<file path="config.mk">
export PLATFORM = sky130hd
export DESIGN_NAME = usehc_top
export DESIGN_NICKNAME = d
export VERILOG_FILES = /design/src/design/usehc_pkg.sv /design/src/design/usehc_top.sv
export SDC_FILE = /design/constraint.sdc
export NUM_CORES = 1
export LEC_CHECK = 0
export CORE_ASPECT_RATIO = 0.7
export CORE_UTILIZATION = 60
export DETAILED_ROUTE_END_ITERATION = 10
export DONT_BUFFER_PORTS = 1
export PLACE_DENSITY = 0.76
export SLEW_MARGIN = 40
export SYNTH_ARGS = -nofsm -noshare
export SYNTH_HDL_FRONTEND = slang
export SYNTH_SLANG_ARGS = --single-unit
export TNS_END_PERCENT = 50
</file>
<file path="constraint.sdc">
create_clock -name clk_sys -period 4 [get_ports clk_sys]
set_input_delay 1 -clock clk_sys [delete_from_list [all_inputs] [get_ports clk_sys]]
set_output_delay 1 -clock clk_sys [all_outputs]
set_load 0.02 [all_outputs]
</file>
<file path="src/design/usehc_pkg.sv">
// register map, field positions and handshake codes for the small endpoint handshake controller
// assumes a 32-bit AXI4-Lite master; each 8-bit register sits at byte address 4*index
package usehc_pkg;
  localparam int AW    = 18;
  localparam int CNT_W = 7;
  localparam int N_LEP = 4;

  // register indices; byte address is index * 4
  localparam logic [15:0] IDX_LEP_STAT    = 16'h00aa;
  localparam logic [15:0] IDX_IN_PKT_END  = 16'he648;
  localparam logic [15:0] IDX_OUT_PKT_END = 16'he649;
  localparam logic [15:0] IDX_CS_IRQ_EN   = 16'he65c;
  localparam logic [15:0] IDX_CS_IRQ_REQ  = 16'he65d;
  localparam logic [15:0] IDX_SEP_BUSY    = 16'h00ba;
  localparam logic [15:0] IDX_EP0_CS      = 16'he6a0;
  localparam logic [15:0] IDX_EP0_CNT_LO  = 16'he68b;
  localparam logic [15:0] IDX_EP1O_CS     = 16'he6a1;
  localparam logic [15:0] IDX_EP1O_CNT    = 16'he68d;
  localparam logic [15:0] IDX_EP1I_CS     = 16'he6a2;
  localparam logic [15:0] IDX_EP1I_CNT    = 16'he68f;
  localparam logic [15:0] IDX_EP1_IRQ     = 16'h0010;
  localparam logic [15:0] IDX_ISO    [N_LEP] = '{16'he640, 16'he641, 16'he642, 16'he643};
  localparam logic [15:0] IDX_CNT_HI [N_LEP] = '{16'he690, 16'he694, 16'he698, 16'he69c};
  localparam logic [15:0] IDX_CNT_LO [N_LEP] = '{16'he691, 16'he695, 16'he699, 16'he69d};
  localparam logic [15:0] IDX_LCS    [N_LEP] = '{16'he6a3, 16'he6a4, 16'he6a5, 16'he6a6};

  // control stage request and enable bits
  localparam int B_SETUP_TOKEN_IRQ = 0;
  localparam int B_SETUP_BYTES_READY_IRQ = 1;
  localparam int B_ACK   = 2;
  // busy copy bits
  localparam int B_EP0  = 0;
  localparam int B_EP1O = 1;
  localparam int B_EP1I = 2;
  // control/status bits
  localparam int B_STALL  = 0;
  localparam int B_BUSY   = 1;
  localparam int LB_EMPTY = 2;
  localparam int LB_FULL  = 3;
  // endpoint one request bits
  localparam int IRQ_EP1O = 0;
  localparam int IRQ_EP1I = 1;

  localparam logic [3:0] SETUP_BYTES = 4'h8;
  localparam logic [1:0] AXI_OKAY    = 2'h0;
  localparam logic [1:0] AXI_SLVERR  = 2'h2;

  typedef enum logic [1:0] {
    RESP_NAK   = 2'b00,
    RESP_ACK   = 2'b01,
    RESP_STALL = 2'b10,
    RESP_DATA  = 2'b11
  } usehc_resp_t;

  typedef struct packed {
    logic                   aw_full;
    logic [15:0]            aw_idx;
    logic                   w_full;
    logic [7:0]             w_data;
    logic                   w_lane0;
    logic                   bvalid;
    logic [1:0]             bresp;
    logic                   rvalid;
    logic [31:0]            rdata;
    logic [1:0]             rresp;
    logic [2:0]             irq_en;
    logic [2:0]             irq_req;
    logic [3:0]             setup_cnt;
    logic                   ep0_busy;
    logic                   ep1o_busy;
    logic                   ep1o_stall;
    logic [CNT_W-1:0]       ep1o_cnt;
    logic                   ep1i_busy;
    logic                   ep1i_stall;
    logic [CNT_W-1:0]       ep1i_cnt;
    logic [1:0]             ep1_irq;
    logic [N_LEP-1:0][7:0]  iso;
    logic [N_LEP-1:0][7:0]  cnt_hi;
    logic [N_LEP-1:0][7:0]  cnt_lo;
    logic [N_LEP-1:0]       lep_stall;
    logic                   ipe_v;
    logic                   ope_v;
    logic [7:0]             ipe_data;
    logic [7:0]             ope_data;
  } usehc_state_t;
endpackage

</file>
<file path="src/design/usehc_top.sv">
// control-transfer requests, busy copies and endpoint one handshake logic, with large endpoint registers
// assumes serial engine strobes are one-cycle pulses on clk_sys; registers reached over AXI4-Lite
//
// Implementation choice: the AXI4-Lite register port.
`timescale 1ns/1ps

module usehc_top
  import usehc_pkg::*;
(
  input  wire logic              clk_sys,
  input  wire logic              srst,
  input  wire logic              s_axi_awvalid,
  output      logic              s_axi_awready,
  input  wire logic [AW-1:0]     s_axi_awaddr,
  input  wire logic              s_axi_wvalid,
  output      logic              s_axi_wready,
  input  wire logic [31:0]       s_axi_wdata,
  input  wire logic [3:0]        s_axi_wstrb,
  output      logic              s_axi_bvalid,
  input  wire logic              s_axi_bready,
  output      logic [1:0]        s_axi_bresp,
  input  wire logic              s_axi_arvalid,
  output      logic              s_axi_arready,
  input  wire logic [AW-1:0]     s_axi_araddr,
  output      logic              s_axi_rvalid,
  input  wire logic              s_axi_rready,
  output      logic [31:0]       s_axi_rdata,
  output      logic [1:0]        s_axi_rresp,
  input  wire logic              sie_setup_tok,
  input  wire logic              sie_setup_byte_v,
  input  wire logic              sie_status_done,
  input  wire logic              sie_ep0_done,
  input  wire logic              sie_ep1o_tok,
  input  wire logic              sie_ep1o_ok,
  input  wire logic [CNT_W-1:0]  sie_ep1o_len,
  input  wire logic              sie_ep1i_tok,
  input  wire logic              sie_ep1i_ack,
  input  wire logic [N_LEP-1:0]  lep_full,
  input  wire logic [N_LEP-1:0]  lep_empty,
  output      usehc_resp_t       ep1o_resp,
  output      usehc_resp_t       ep1i_resp,
  output      logic [CNT_W-1:0]  ep1i_count,
  output      logic              ep0_busy,
  output      logic [2:0]        ctrl_irq_lines,
  output      logic [1:0]        ep1_irq_flags,
  output      logic [N_LEP-1:0]  lep_stall,
  output      logic              in_pkt_end_v,
  output      logic [7:0]        in_pkt_end_data,
  output      logic              out_pkt_end_v,
  output      logic [7:0]        out_pkt_end_data
);
  usehc_state_t s_r;
  usehc_state_t s_nxt;
  logic [7:0]   lep_stat;
  logic [2:0]   sep_busy;
  logic [15:0]  ridx;
  logic [7:0]   rd;
  logic         rhit;
  logic         whit;
  logic         wr_go;
  logic         we;

  // copies are pure wiring so a read can never see a stale value
  genvar g;
  generate
    for (g = 0; g < N_LEP; g++) begin : g_lep
      assign lep_stat[2*g]   = lep_empty[g];
      assign lep_stat[2*g+1] = lep_full[g];
    end
  endgenerate
  assign sep_busy[B_EP0]  = s_r.ep0_busy;
  assign sep_busy[B_EP1O] = s_r.ep1o_busy;
  assign sep_busy[B_EP1I] = s_r.ep1i_busy;

  assign ridx  = s_axi_araddr[AW-1:2];
  assign wr_go = s_r.aw_full & s_r.w_full & ~s_r.bvalid;
  assign we    = wr_go & s_r.w_lane0;

  assign s_axi_awready = ~s_r.aw_full;
  assign s_axi_wready  = ~s_r.w_full;
  assign s_axi_arready = ~s_r.rvalid;
  assign s_axi_bvalid  = s_r.bvalid;
  assign s_axi_bresp   = s_r.bresp;
  assign s_axi_rvalid  = s_r.rvalid;
  assign s_axi_rdata   = s_r.rdata;
  assign s_axi_rresp   = s_r.rresp;

  assign ep1i_count       = s_r.ep1i_cnt;
  assign ep0_busy         = s_r.ep0_busy;
  assign ctrl_irq_lines   = s_r.irq_en & s_r.irq_req;
  assign ep1_irq_flags    = s_r.ep1_irq;
  assign lep_stall        = s_r.lep_stall;
  assign in_pkt_end_v     = s_r.ipe_v;
  assign in_pkt_end_data  = s_r.ipe_data;
  assign out_pkt_end_v    = s_r.ope_v;
  assign out_pkt_end_data = s_r.ope_data;

  // stall outranks everything; an idle endpoint NAKs
  always_comb begin
    if (s_r.ep1o_stall) begin
      ep1o_resp = RESP_STALL;
    end else if (s_r.ep1o_busy && sie_ep1o_ok) begin
      ep1o_resp = RESP_ACK;
    end else begin
      ep1o_resp = RESP_NAK;
    end
    if (s_r.ep1i_stall) begin
      ep1i_resp = RESP_STALL;
    end else if (s_r.ep1i_busy) begin
      ep1i_resp = RESP_DATA;
    end else begin
      ep1i_resp = RESP_NAK;
    end
  end

  // read decode, live at the address phase
  always_comb begin
    rd   = 8'h00;
    rhit = 1'b1;
    if (ridx == IDX_LEP_STAT) begin
      rd = lep_stat;
    end else if (ridx == IDX_SEP_BUSY) begin
      rd = {5'h00, sep_busy};
    end else if (ridx == IDX_CS_IRQ_EN) begin
      rd = {5'h00, s_r.irq_en};
    end else if (ridx == IDX_CS_IRQ_REQ) begin
      rd = {5'h00, s_r.irq_req};
    end else if (ridx == IDX_EP0_CS) begin
      rd = {6'h00, s_r.ep0_busy, 1'b0};
    end else if (ridx == IDX_EP1O_CS) begin
      rd = {6'h00, s_r.ep1o_busy, s_r.ep1o_stall};
    end else if (ridx == IDX_EP1O_CNT) begin
      rd = {1'b0, s_r.ep1o_cnt};
    end else if (ridx == IDX_EP1I_CS) begin
      rd = {6'h00, s_r.ep1i_busy, s_r.ep1i_stall};
    end else if (ridx == IDX_EP1I_CNT) begin
      rd = {1'b0, s_r.ep1i_cnt};
    end else if (ridx == IDX_EP1_IRQ) begin
      rd = {6'h00, s_r.ep1_irq};
    end else if (ridx == IDX_IN_PKT_END || ridx == IDX_OUT_PKT_END || ridx == IDX_EP0_CNT_LO) begin
      rd = 8'h00;
    end else begin
      rhit = 1'b0;
    end
    for (int k = 0; k < N_LEP; k++) begin
      if (ridx == IDX_ISO[k]) begin
        rd   = s_r.iso[k];
        rhit = 1'b1;
      end
      if (ridx == IDX_CNT_HI[k]) begin
        rd   = s_r.cnt_hi[k];
        rhit = 1'b1;
      end
      if (ridx == IDX_CNT_LO[k]) begin
        rd   = s_r.cnt_lo[k];
        rhit = 1'b1;
      end
      if (ridx == IDX_LCS[k]) begin
        rd   = {4'h0, lep_full[k], lep_empty[k], 1'b0, s_r.lep_stall[k]};
        rhit = 1'b1;
      end
    end
  end

  always_comb begin
    s_nxt       = s_r;
    s_nxt.ipe_v = 1'b0;
    s_nxt.ope_v = 1'b0;
    whit        = 1'b1;
    if (s_axi_awvalid && !s_r.aw_full) begin
      s_nxt.aw_full = 1'b1;
      s_nxt.aw_idx  = s_axi_awaddr[AW-1:2];
    end
    if (s_axi_wvalid && !s_r.w_full) begin
      s_nxt.w_full  = 1'b1;
      s_nxt.w_data  = s_axi_wdata[7:0];
      s_nxt.w_lane0 = s_axi_wstrb[0];
    end
    if (s_r.bvalid && s_axi_bready) begin
      s_nxt.bvalid = 1'b0;
    end
    if (s_r.rvalid && s_axi_rready) begin
      s_nxt.rvalid = 1'b0;
    end
    if (s_axi_arvalid && !s_r.rvalid) begin
      s_nxt.rvalid = 1'b1;
      s_nxt.rdata  = {24'h000000, rd};
      s_nxt.rresp  = rhit ? AXI_OKAY : AXI_SLVERR;
    end

    // hardware clears first so a same-cycle arm from software wins
    if (sie_setup_tok) begin
      s_nxt.setup_cnt = 4'h0;
      s_nxt.ep0_busy  = 1'b0;
    end else if (sie_setup_byte_v && s_r.setup_cnt != SETUP_BYTES) begin
      s_nxt.setup_cnt = s_r.setup_cnt + 4'h1;
    end
    if (sie_ep0_done) begin
      s_nxt.ep0_busy = 1'b0;
    end
    // a bad packet is NAKed and busy stays set; the host retries unaided
    if (sie_ep1o_tok && s_r.ep1o_busy && !s_r.ep1o_stall && sie_ep1o_ok) begin
      s_nxt.ep1o_busy = 1'b0;
      s_nxt.ep1o_cnt  = sie_ep1o_len;
    end
    if (sie_ep1i_ack && s_r.ep1i_busy && !s_r.ep1i_stall) begin
      s_nxt.ep1i_busy = 1'b0;
    end

    if (wr_go) begin
      s_nxt.aw_full = 1'b0;
      s_nxt.w_full  = 1'b0;
      s_nxt.bvalid  = 1'b1;
    end
    if (s_r.aw_idx == IDX_CS_IRQ_EN) begin
      if (we) s_nxt.irq_en = s_r.w_data[2:0];
    end else if (s_r.aw_idx == IDX_CS_IRQ_REQ) begin
      if (we) s_nxt.irq_req = s_r.irq_req & ~s_r.w_data[2:0];
    end else if (s_r.aw_idx == IDX_EP1_IRQ) begin
      if (we) s_nxt.ep1_irq = s_r.ep1_irq & ~s_r.w_data[1:0];
    end else if (s_r.aw_idx == IDX_EP0_CNT_LO) begin
      if (we) s_nxt.ep0_busy = 1'b1;
    end else if (s_r.aw_idx == IDX_EP1O_CS) begin
      if (we) s_nxt.ep1o_stall = s_r.w_data[B_STALL];
    end else if (s_r.aw_idx == IDX_EP1O_CNT) begin
      if (we) s_nxt.ep1o_busy = 1'b1;
    end else if (s_r.aw_idx == IDX_EP1I_CS) begin
      if (we) s_nxt.ep1i_stall = s_r.w_data[B_STALL];
    end else if (s_r.aw_idx == IDX_EP1I_CNT) begin
      if (we) begin
        s_nxt.ep1i_cnt  = s_r.w_data[CNT_W-1:0];
        s_nxt.ep1i_busy = 1'b1;
      end
    end else if (s_r.aw_idx == IDX_IN_PKT_END) begin
      if (we) begin
        s_nxt.ipe_v    = 1'b1;
        s_nxt.ipe_data = s_r.w_data;
      end
    end else if (s_r.aw_idx == IDX_OUT_PKT_END) begin
      if (we) begin
        s_nxt.ope_v    = 1'b1;
        s_nxt.ope_data = s_r.w_data;
      end
    end else if (s_r.aw_idx == IDX_LEP_STAT || s_r.aw_idx == IDX_SEP_BUSY || s_r.aw_idx == IDX_EP0_CS) begin
      whit = 1'b1;
    end else begin
      whit = 1'b0;
    end
    for (int k = 0; k < N_LEP; k++) begin
      if (s_r.aw_idx == IDX_ISO[k]) begin
        whit = 1'b1;
        if (we) s_nxt.iso[k] = s_r.w_data;
      end
      if (s_r.aw_idx == IDX_CNT_HI[k]) begin
        whit = 1'b1;
        if (we) s_nxt.cnt_hi[k] = s_r.w_data;
      end
      if (s_r.aw_idx == IDX_CNT_LO[k]) begin
        whit = 1'b1;
        if (we) s_nxt.cnt_lo[k] = s_r.w_data;
      end
      if (s_r.aw_idx == IDX_LCS[k]) begin
        whit = 1'b1;
        if (we) s_nxt.lep_stall[k] = s_r.w_data[B_STALL];
      end
    end
    if (wr_go) begin
      s_nxt.bresp = whit ? AXI_OKAY : AXI_SLVERR;
    end

    // sets after software clears: an event in the clearing cycle survives
    if (sie_setup_tok) s_nxt.irq_req[B_SETUP_TOKEN_IRQ] = 1'b1;
    if (!sie_setup_tok && sie_setup_byte_v && s_r.setup_cnt == SETUP_BYTES - 4'h1) begin
      s_nxt.irq_req[B_SETUP_BYTES_READY_IRQ] = 1'b1;
    end
    if (sie_status_done) s_nxt.irq_req[B_ACK] = 1'b1;
    if (s_r.ep1o_busy && !s_nxt.ep1o_busy) s_nxt.ep1_irq[IRQ_EP1O] = 1'b1;
    if (s_r.ep1i_busy && !s_nxt.ep1i_busy) s_nxt.ep1_irq[IRQ_EP1I] = 1'b1;
  end

  // reset leaves both endpoint one buffers unarmed
  always_ff @(posedge clk_sys) begin
    if (srst) begin
      s_r <= '0;
    end else begin
      s_r <= s_nxt;
    end
  end
endmodule

</file>
=== Word-level counts from Yosys, hierarchy flattened ===
Index checks and enable logic that the tools add are counted.

* Register bits after elaboration: 190
* Bits in latches: 0
* RAM bits: 0
* Bits in read-only memories: 0
* Input port bits: 102
* Output and inout bits: 80
* Logic and storage cells: 335
* Memories kept: 0

* Add/sub/neg operators: 1
* $mul: 0
* Div/mod/pow operators: 0
* Magnitude comparators: 0
* Equality and inequality tests: 67
* Shift operators: 0
* Multiplexer cells: 130
* Bitwise gates (word level): 22
* Reductions and logical operators: 71

{| class="wikitable"
|+ Operators with widths
! operator !! number
|-
| 16-bit equality test (second input constant) || 52
|-
| 8-bit 2-to-1 mux || 17
|-
| 1-bit 2-to-1 mux || 80
|-
| 7-bit 2-to-1 mux || 11
|-
| 16-bit by 8-bit equality test with 1-bit output (second input constant) || 4
|-
| 9-bit 2-to-1 mux || 4
|-
| 35-bit 2-to-1 mux || 1
|-
| 2-bit AND reduction || 17
|-
| 16-bit by 5-bit equality test with 1-bit output (second input constant) || 2
|-
| 2-bit nonzero test || 12
|-
| 11-bit 2-to-1 mux || 2
|-
| 2-bit 2-to-1 mux || 9
|-
| 3-bit 2-to-1 mux || 6
|-
| 1-bit logical AND || 16
|-
| 1-bit inverter || 14
|-
| 11-bit AND reduction || 1
|-
| 11-bit OR reduction || 1
|-
| 2-bit by 1-bit inequality test with 1-bit output (second input constant) || 5
|-
| 10-bit AND reduction || 1
|-
| 10-bit OR reduction || 1
|-
| 3-bit AND reduction || 3
|-
| 9-bit AND reduction || 1
|-
| 1-bit zero test || 8
|-
| 4-bit AND reduction || 2
|-
| other kinds (13) || 21
|}

=== Longest topological paths before layout ===
Gate-level depths: netlist (run 1).

* Depth after elaboration: 32
* Depth in mapped cells: 9
* Mapped depth without buffers: 7

=== Worst setup path before layout (run 1) ===
No wires, ideal clock.

* Path kind: input port to flip-flop
* Start: input port s_axi_araddr[11]
* End: register s_r, in the netlist s_axi_rdata[5]
* Setup time: 0.058 ns
* Arrival: 2.797 ns
* Required time: 3.942 ns
* Path slack: 1.145 ns
* Stages: 8
* Path buffers: 1
* Cell sequence: or4_4 nor4_4 and2_1 buf_6 a22oi_2 a211o_1 a211oi_1 or2_1

* Cells in the longest elaborated chain, start to end: 26
* Elaborated cells on any way between the ends: 50
* Those cells by class: 25 x eq/ne; 25 x mux

{| class="wikitable"
|+ RTL lines
! item !! RTL line !! source
|-
| from (decl) || usehc_top.sv:24 || <nowiki>input wire logic [AW-1:0] s_axi_araddr,</nowiki>
|-
| 16-bit equality test || usehc_top.sv:136 || <nowiki>end else if (ridx == IDX_EP1I_CNT) begin</nowiki>
|-
| 7-bit 2-to-1 mux || usehc_top.sv:136 ||
|-
| 7-bit 2-to-1 mux || usehc_top.sv:134 || <nowiki>end else if (ridx == IDX_EP1I_CS) begin</nowiki>
|-
| 7-bit 2-to-1 mux || usehc_top.sv:132 || <nowiki>end else if (ridx == IDX_EP1O_CNT) begin</nowiki>
|-
| 7-bit 2-to-1 mux || usehc_top.sv:130 || <nowiki>end else if (ridx == IDX_EP1O_CS) begin</nowiki>
|-
| 7-bit 2-to-1 mux || usehc_top.sv:128 || <nowiki>end else if (ridx == IDX_EP0_CS) begin</nowiki>
|-
| 7-bit 2-to-1 mux || usehc_top.sv:126 || <nowiki>end else if (ridx == IDX_CS_IRQ_REQ) begin</nowiki>
|-
| 7-bit 2-to-1 mux || usehc_top.sv:124 || <nowiki>end else if (ridx == IDX_CS_IRQ_EN) begin</nowiki>
|-
| [... 10 more ...] || n/a ||
|-
| 8-bit 2-to-1 mux || usehc_top.sv:146 || <nowiki>if (ridx == IDX_ISO[k]) begin</nowiki>
|-
| 8-bit 2-to-1 mux || usehc_top.sv:150 || <nowiki>if (ridx == IDX_CNT_HI[k]) begin</nowiki>
|-
| 8-bit 2-to-1 mux || usehc_top.sv:154 || <nowiki>if (ridx == IDX_CNT_LO[k]) begin</nowiki>
|-
| 8-bit 2-to-1 mux || usehc_top.sv:158 || <nowiki>if (ridx == IDX_LCS[k]) begin</nowiki>
|-
| 8-bit 2-to-1 mux || usehc_top.sv:146 ||
|-
| 8-bit 2-to-1 mux || usehc_top.sv:150 ||
|-
| 8-bit 2-to-1 mux || usehc_top.sv:154 ||
|-
| 8-bit 2-to-1 mux * || usehc_top.sv:158 ||
|-
| to (signal assigned) || usehc_top.sv:286 || <nowiki>s_r <= s_nxt;</nowiki>
|-
| to (decl) || usehc_top.sv:52 || <nowiki>usehc_state_t s_r;</nowiki>
|}

Every way passes the cells marked *; elsewhere a longest branch is shown, timed or not.
A chain may end at the register's enable or synchronous reset.

=== Worst setup path after layout (run 1) ===
* Start: input port s_axi_araddr[10]
* End: register s_r, in the netlist s_axi_rdata[4]

The elaborated chain is that of the path after synthesis.

==> results.yml, run 1 <==
placement:
  place_inst: 1402
  dp_hpwl_um: 22600
  gp_congestion: 0.964
  dpl_worst_slack_ps: 552
  postPlaceCellArea_mm2: 0.00954
  portBuffers: 0
finish:
  final_nets: 1300
  syn_to_final_growth_pct: 1.33
  layout_common_cells: "nand2_1 (302), dfxtp_1 (185), a21oi_1 (159)"
  fin_cells: 1433
  fill_cells: 1474
  seq_area_mm2: 0.00377
  diodes: 0
  multi_input_area_mm2: 0.00534
  final_common_cell: "nand2_1"
  fin_area_mm2: 0.0101
  layout-drive-gt1-share_pct: 7.28
sta:
  setup-violations-final: 0
  setup_tns_ps: 0
  min_period_over_period_pct: 78.2
  slew_violations: 0
  maxSlewHeadroom_pct: 43.5
  hold_viol_final: 0
  period_needed_ps: 3130
  clock_skew_ps: 10.7
  worst_slack_ps: 872
  rsz0062_at_grt: "false"
  fmax_ghz: 0.320
  worst_pin_slew_ps: 846
power_and_ir_drop:
  p_leak_uw: 0.00335
  peakVddDrop_uv: 250
  p_per_area_mw_per_mm2: 381
  totalPowerFinal_uw: 3850
setup_path:
  worst_ep_required_time_ps: 4320
  worst_setup_path_start_kind: "input port"
  cp_max_fo: 10
  reg2reg_slack_ps: 1260
  worstPathArrival_ps: 3440
  endpoint_kind: "flip-flop"
  worst-setup-path-type: "in2reg"
clock_tree:
  cts_tree: "yes"
  cts-root-buf: "clkbuf_16"
  cts.reportedPaths.clkPinSlew_ps: 70
  clock_path_buffers: 2
  clk_latency_ps: 440
  cts_resized: 0
  htreeDepth: 4
  clkSinkCount: 188
  cts_setup_buffers: 0
  cts-buffers-inserted: 17
  ctsHoldBuffers: 0
synthesis:
  synth_compound_area_share_pct: 17.7
  synth-simple-area-share_pct: 29.8
  synth_seq_area_share_pct: 37.7
  syn-mean-instance-area_um2: 7.77
  synthCells: 1285
  synthAdderAreaFrac_pct: 0.251
  synth_top_family_by_area: "simple AND/OR/NAND/NOR gates"
  synthFlopType: "dfxtp_1"
  synth-seq-cells: 188
  synth_xor_area_share_pct: 0.175
  synth-edff-count: 0
  muxShareOfSynthArea_pct: 4.59
  ys_async_sr_fraction_pct: 0
  yosys_warnings: 0
  synth_cell_type_count: 88
  syn-cell-area_mm2: 0.00999
global_routing:
  gr-total-overflow: 0
  first_global_vias: 8235
  antenna_found_initial: 0
  grt_pass1_wl_um: 48000
  grt_max_degree: 188
  grt.total_usage_pct: 37.3
floorplanning:
  core-area_mm2: 0.0163
  ios: 182
  start_util_pct: 61.3
  dieArea_mm2: 0.0172
  rows: 39
  die_x_um: 156
  die_h_um: 110
route:
  dr.pass1.iters: 8
  dr.first_iter.drc_count: 1289
  postRouteAntennaNets: 0
  vias: 9299
  wl_um: 31600
  drc: 0
  wl_per_cell_um: 22.0
  viasPerCell: 6.49
worst_hold_path:
  hp-class: "reg2reg"
status:
  status: "finished, final reports clean"
run:
  maxCapViolCount: 0
[synthesized netlist by cell type, types with 7 or more instances]
library cell / count / share of area [%]
a221oi_1: 9 / 0.79
nor2b_1: 12 / 0.75
a211oi_1: 9 / 0.68
nand2_1: 302 / 11
clkbuf_8: 7 / 0.96
or3_1: 9 / 0.56
nand4_1: 16 / 1.0
a22oi_1: 8 / 0.60
clkbuf_1: 56 / 2.1
mux2i_1: 39 / 3.9
nor2_1: 91 / 3.4
nor3_1: 39 / 2.0
buf_4: 67 / 5.0
nand3_1: 25 / 1.3
a222oi_1: 8 / 0.80
and2_1: 10 / 0.63
nor4_1: 20 / 1.3
nand2b_1: 11 / 0.69
inv_1: 16 / 0.60
a21oi_1: 159 / 8.0
o21ai_0: 24 / 1.2
or2_2: 7 / 0.44
dfxtp_1: 188 / 38
[cell type report]
cell class,count,area share [%]
multi-input combinational,961,52.8
sequential,188,37.2
clock buffer,18,4.24
tap,225,2.78
clock inverter,13,1.48
timing repair buffer,12,0.890
inverter,16,0.594
[final timing paths]
path | cells past startpoint | endpoint | startpoint
min | 2 | s_r[87] | s_r[87]
max reg2reg | 7 | ep1i_count[3] | s_r[205]
min reg2reg | 2 | s_r[87] | s_r[87]
max | 7 | s_axi_rdata[4] | s_axi_araddr[10]
[critical path, stage by stage]
cell and delay, ps:
or4b_1 860, nor4_1 680, a31oi_1 250, o221ai_1 180
a31oi_1 120, a211oi_1 270, a211oi_1 80
[per-stage QoR]
step	hold WS (ps)	util [%]
after floorplan	426	-
after global placement	432	58.5
after detailed placement	438	58.5
after CTS	447	62.1
after global routing	459	62.1
final	447	62.1
[logic make-up (layout without fill, tap and decap cells)]
group | after synthesis | count (layout)
buffers and inverters | 161 | 59
and+or+nand+nor | 602 | 602
AOI/OAI and AO/OA | 284 | 284
other | 1 | 26
DFF | 188 | 188
muxes | 45 | 45
adders and majority gates | 2 | 2
xor gates and xnor gates | 2 | 2
[state kept, by name (all words and copies together) (netlist names)]
signal	cells
ep0_busy	1
ep1_irq_flags	2
ep1i_count	7
in_pkt_end_data	8
in_pkt_end_v	1
lep_stall	4
out_pkt_end_data	8
out_pkt_end_v	1
s_axi_bresp	1
s_axi_bvalid	1
s_axi_rdata	8
s_axi_rresp	1
s_axi_rvalid	1
s_r	144
[power breakdown]
group          leakage [uW]  internal (uW)  total (uW)  switching (uW)
Clock              0.000283            886        1700             817
Combinational       0.00155           61.8         194             132
Sequential          0.00152           1890        1960            62.2
[layer usage]
layer / share of wire, % / wire length [um] / vias to the layer above / track usage (%)
met5: 0 / 0 / - / 0
met1: 42 / 13400 / 4320 / 53.1
li1: - / - / 4265 / -
met3: 14 / 4500 / 63 / 11.5
met2: 41 / 12900 / 651 / 52.8
met4: 2.3 / 721 / 0 / 12.2
No activity file was read; power rests on OpenSTA's default activity.
==> inputs of run 2 (changes only) <==
==> constraint.sdc (replaced) <==
create_clock -name clk_sys -period 3 [get_ports clk_sys]
set_input_delay 0.75 -clock clk_sys [delete_from_list [all_inputs] [get_ports clk_sys]]
set_output_delay 0.75 -clock clk_sys [all_outputs]
set_load 0.02 [all_outputs]
==> results.yml, run 2 (synthesized netlist as in run 1, its figures left out) <==
status:
  status: "finished, final reports clean"
sta:
  slew_violations: 0
  fmax_ghz: 0.371
  clock_skew_ps: 13.5
  maxSlewHeadroom_pct: 43.5
  setup-violations-final: 0
  period_needed_ps: 2690
  rsz0062_at_grt: "false"
  worst_pin_slew_ps: 846
  min_period_over_period_pct: 89.8
  setup_tns_ps: 0
  hold_viol_final: 0
finish:
  largest_register_ffs: 144
  layout-drive-gt1-share_pct: 10.3
  final_nets: 1340
  final_core_util_pct: 63.8
  regMostFlops: "s_r"
  diodes: 0
  final_common_cell: "nand2_1"
  layout_common_cells: "nand2_1 (302), dfxtp_1 (185), a21oi_1 (159)"
  syn_to_final_growth_pct: 4.17
global_routing:
  antenna_found_initial: 0
  grt.total_usage_pct: 36.8
  grt_max_degree: 188
  gr-total-overflow: 0
  first_global_vias: 8199
  grt_pass1_wl_um: 46900
power_and_ir_drop:
  peakVddDrop_uv: 316
  p_per_area_mw_per_mm2: 486
  p_leak_uw: 0.00354
worst_hold_path:
  min_path_cells: 1
  hp-class: "in2reg"
setup_path:
  critPathSlowestCell: "o31ai_1"
  worstPathArrival_ps: 3000
  cp_max_fo: 9
  critPathBufInv: 1
  worstPathCellList: "nor4bb_1 -> buf_4 -> nand4_1 -> o31ai_1 -> nor3_1 -> nand2_1 -> mux2i_1 -> nor2_1"
  endpoint_kind: "flip-flop"
  worst-setup-path-type: "reg2reg"
  worst_ep_required_time_ps: 3310
  slowest_delay_ps: 670
  rr_worst_depth: 8
  worst_setup_path_start_kind: "flip-flop"
  cp_num_cells: 8
  crit_family: "simple AND/OR/NAND/NOR gates"
clock_tree:
  cts.reportedPaths.clkPinSlew_ps: 70
  clkSinkCount: 188
  cts-buffers-inserted: 17
  cts_setup_buffers: 0
  htreeDepth: 4
  clk_latency_ps: 440
  cts_resized: 0
  cts-root-buf: "clkbuf_16"
  clock_path_buffers: 2
  cts_tree: "yes"
  ctsHoldBuffers: 0
placement:
  gp_congestion: 1.05
  dp_hpwl_um: 23100
  portBuffers: 0
run:
  maxCapViolCount: 0
floorplanning:
  die_x_um: 156
  core-area_mm2: 0.0163
  die_h_um: 110
  start_util_pct: 61.3
  rows: 39
  ios: 182
  dieArea_mm2: 0.0172
route:
  dr.pass1.iters: 6
  viasPerCell: 6.44
  vias: 9491
  wl_um: 31700
  drc: 0
  dr.first_iter.drc_count: 1230
  wl_per_cell_um: 21.5
  postRouteAntennaNets: 0
==> run 2: changes by cell type in the layout (fill, tap and decap cells not counted) <==
cell,change
nor2b_1,+1
clkinv_8,+1
bufinv_16,-1
inv_8,-4
inv_6,+4
nor2b_2,-1
buf_4,+40
clkbuf_8,+1
clkbuf_1,-1
==> run 2: worst paths after layout <==
path	start	slack, ps	to
max	s_r[202]	310	s_r[136]
min	srst	380	s_axi_rresp[1]
max reg2reg	s_r[202]	310	s_r[136]
min reg2reg	s_r[71]	450	s_r[71]
==> run 2: layer usage <==
layer	wire length (um)	GRT usage (%)	part of all wire, %
met5	0	0	0
met4	1030	14.6	3.2
met3	4510	13.8	14
met2	12500	50.3	39
met1	13700	51.4	43
==> run 2: cell type report <==
class                           instances  area [um^2]
Fill cell                            1446         5900
Multi-Input combinational cell        961         5340
Timing Repair Buffer                   52          390
Clock inverter                         13          126
Clock buffer                           18          439
Sequential cell                       188         3770
Tap cell                              225          282
Inverter                               16         60.1
==> run 2: stage by stage <==
stage	area (um^2)	total power (uW)	instances	worst slack [ps]	hold slack [ps]
floorplan	10100	2930	1310	395	426
global placement	9830	2920	1442	113	434
detailed placement	9830	2930	1442	153	438
CTS	10400	5060	1473	487	371
global route	10400	5200	1473	228	365
finish	10400	5060	1473	307	383
==> run 2: power by group <==
part / switching [uW] / internal, uW / leakage [uW]
sequential: 73.3 / 2520 / 0.00152
combinational: 191 / 91.0 / 0.00174
clock: 1070 / 1110 / 0.000276
total: 1330 / 3730 / 0.00354
==> run 2: worst register-to-register path, stage by stage (launching register included) <==
cell	delay [ps]
dfxtp_1	410
nor4bb_1	320
buf_4	180
nand4_1	200
o31ai_1	670
nor3_1	250
nand2_1	270
mux2i_1	210
nor2_1	60
==> inputs of run 3 (changes only) <==
--- a/config.mk
+++ b/config.mk
@@ -10,6 +10,7 @@
 export DETAILED_ROUTE_END_ITERATION = 10
 export DONT_BUFFER_PORTS = 1
 export PLACE_DENSITY = 0.76
+export REMOVE_ABC_BUFFERS = 1
 export SLEW_MARGIN = 40
 export SYNTH_ARGS = -nofsm -noshare
 export SYNTH_HDL_FRONTEND = slang
==> results.yml, run 3 (synthesized netlist as in run 1, its figures left out) <==
clock_tree:
  clock_path_buffers: 2
  cts_setup_buffers: 0
  ctsHoldBuffers: 0
  clk_latency_ps: 440
  cts_resized: 0
  htreeDepth: 4
  clkSinkCount: 188
  cts_tree: "yes"
  cts-buffers-inserted: 17
  cts.reportedPaths.clkPinSlew_ps: 70
  cts-root-buf: "clkbuf_16"
floorplanning:
  die_h_um: 110
  dieArea_mm2: 0.0172
  rows: 39
  start_util_pct: 61.3
  die_x_um: 156
  ios: 182
  core-area_mm2: 0.0163
finish:
  layout-drive-gt1-share_pct: 10.2
  final_common_cell: "nand2_1"
  syn_to_final_growth_pct: 4.18
  diodes: 0
  regMostFlops: "s_r"
  fill_cells: 1490
  final_nets: 1344
  largest_register_ffs: 144
  final_core_util_pct: 63.8
  fin_cells: 1478
  layout_common_cells: "nand2_1 (302), dfxtp_1 (188), a21oi_1 (159)"
placement:
  gp_congestion: 1.04
  dp_hpwl_um: 23200
  place_inst: 1446
  portBuffers: 0
  dpl_worst_slack_ps: -71.6
sta:
  period_needed_ps: 2730
  worst_slack_ps: 268
  hold_viol_final: 0
  fmax_ghz: 0.366
  worst_pin_slew_ps: 882
  setup-violations-final: 0
  maxSlewHeadroom_pct: 41.1
  rsz0062_at_grt: "false"
  min_period_over_period_pct: 91.1
  clock_skew_ps: 9.96
  slew_violations: 0
  whs_ps: 367
setup_path:
  critPathSlowestCell: "or4_4"
  worst-setup-path-type: "in2reg"
  cp_max_fo: 11
  path_common_cell: "a211oi_1"
  worstPathArrival_ps: 3080
  cp-endpoint: "s_axi_rdata[2]"
  worst_ep_required_time_ps: 3350
  r2r_end: "ep1i_count[6]"
  worstPathCellList: "or4_4 -> nor4_4 -> a32oi_1 -> a211oi_1 -> buf_4 -> mux2_2 -> o31ai_1 -> a211oi_1"
  critPathBufInv: 1
  worst_setup_path_start_kind: "input port"
  rr_worst_depth: 7
  slowest_delay_ps: 550
  reg2reg_slack_ps: 380
  endpoint_kind: "flip-flop"
  cp-startpoint: "s_axi_araddr[11]"
  worstReg2RegStart: "s_r[207]"
  crit_family: "simple AND/OR/NAND/NOR gates"
  cp_num_cells: 8
worst_hold_path:
  hp-class: "in2reg"
power_and_ir_drop:
  p_int_uw: 3700
  p_leak_uw: 0.00355
  switching_share_pct: 26.0
  totalPowerFinal_uw: 5000
  switching_power_uw: 1300
  p_per_area_mw_per_mm2: 481
  p_seq_share_pct: 51.9
  peakVddDrop_uv: 287
  clkPwrFrac_pct: 42.5
  p_comb_share_pct: 5.6
global_routing:
  grt.total_usage_pct: 37.3
  first_global_vias: 8548
  gr-total-overflow: 0
  antenna_found_initial: 0
  grt_pass1_wl_um: 47900
  grt_max_degree: 188
route:
  dr.first_iter.drc_count: 1338
  viasPerCell: 6.48
  vias: 9574
  postRouteAntennaNets: 0
  drc: 0
  wl_um: 31800
  dr.pass1.iters: 6
  wl_per_cell_um: 21.5
run:
  maxCapViolCount: 0
status:
  status: "finished, final reports clean"
run 3: changes by cell type in the layout (fill, tap and decap cells not counted), sizes merged:
cell and delta:
buf +4, clkbuf +1
run 3: routing by layer:
metal  vias up  part of all wire [%]  GRT usage [%]
met5         -                     0              0
met4         0                   1.8           9.17
met3        57                    14           14.8
met2       616                    41           53.2
met1      4548                    44           52.0
li1       4353                     -              -
run 3: area by class of cell:
type / count / area [um^2] / share of cell area [%]
Tap cell: 225 / 282 / 2.71
Clock inverter: 13 / 108 / 1.03
Clock buffer: 19 / 433 / 4.16
Timing Repair Buffer: 56 / 420 / 4.04
Sequential cell: 188 / 3760 / 36.2
Inverter: 16 / 60.1 / 0.577
Multi-Input combinational cell: 961 / 5340 / 51.3
run 3: worst register-to-register path: stages, from the launching register on:
cell and delay, ps:
dfxtp_1 380, and3_1 160, and4_1 280, nand2_1 150, nor4_1 490, or3b_1 730
mux2i_1 270, nor2_1 50
run 3: stage by stage:
| step | setup TNS, ps | area (um^2) |
|---|---|---|
| 2_1_floorplan | 0 | 9160 |
| 3_3_place_gp | -89.4 | 9860 |
| 3_5_place_dp | -71.6 | 9860 |
| 6_report | 0 | 10400 |
| 5_1_grt | 0 | 10400 |
| 4_1_cts | 0 | 10400 |
run 3: worst min path at each step:
stage,startpoint,endpoint,slack (ps),cells after the start
after global placement,s_r[36],s_r[36],430,2
after detailed placement,s_r[52],s_r[52],440,2
after floorplan,s_r[87],s_r[87],420,2
after CTS,srst,s_r[58],360,1
after global routing,srst,s_r[26],340,1
final,srst,s_r[58],370,1
run 3: power groups by stage:
stage | Combinational, uW | Clock (uW) | Sequential (uW)
5_1_grt | 304 | 2250 | 2600
2_1_floorplan | 190 | 0 | 2630
3_5_place_dp | 270 | 0 | 2650
4_1_cts | 272 | 2140 | 2590
6_report | 281 | 2130 | 2600
3_3_place_gp | 266 | 0 | 2650
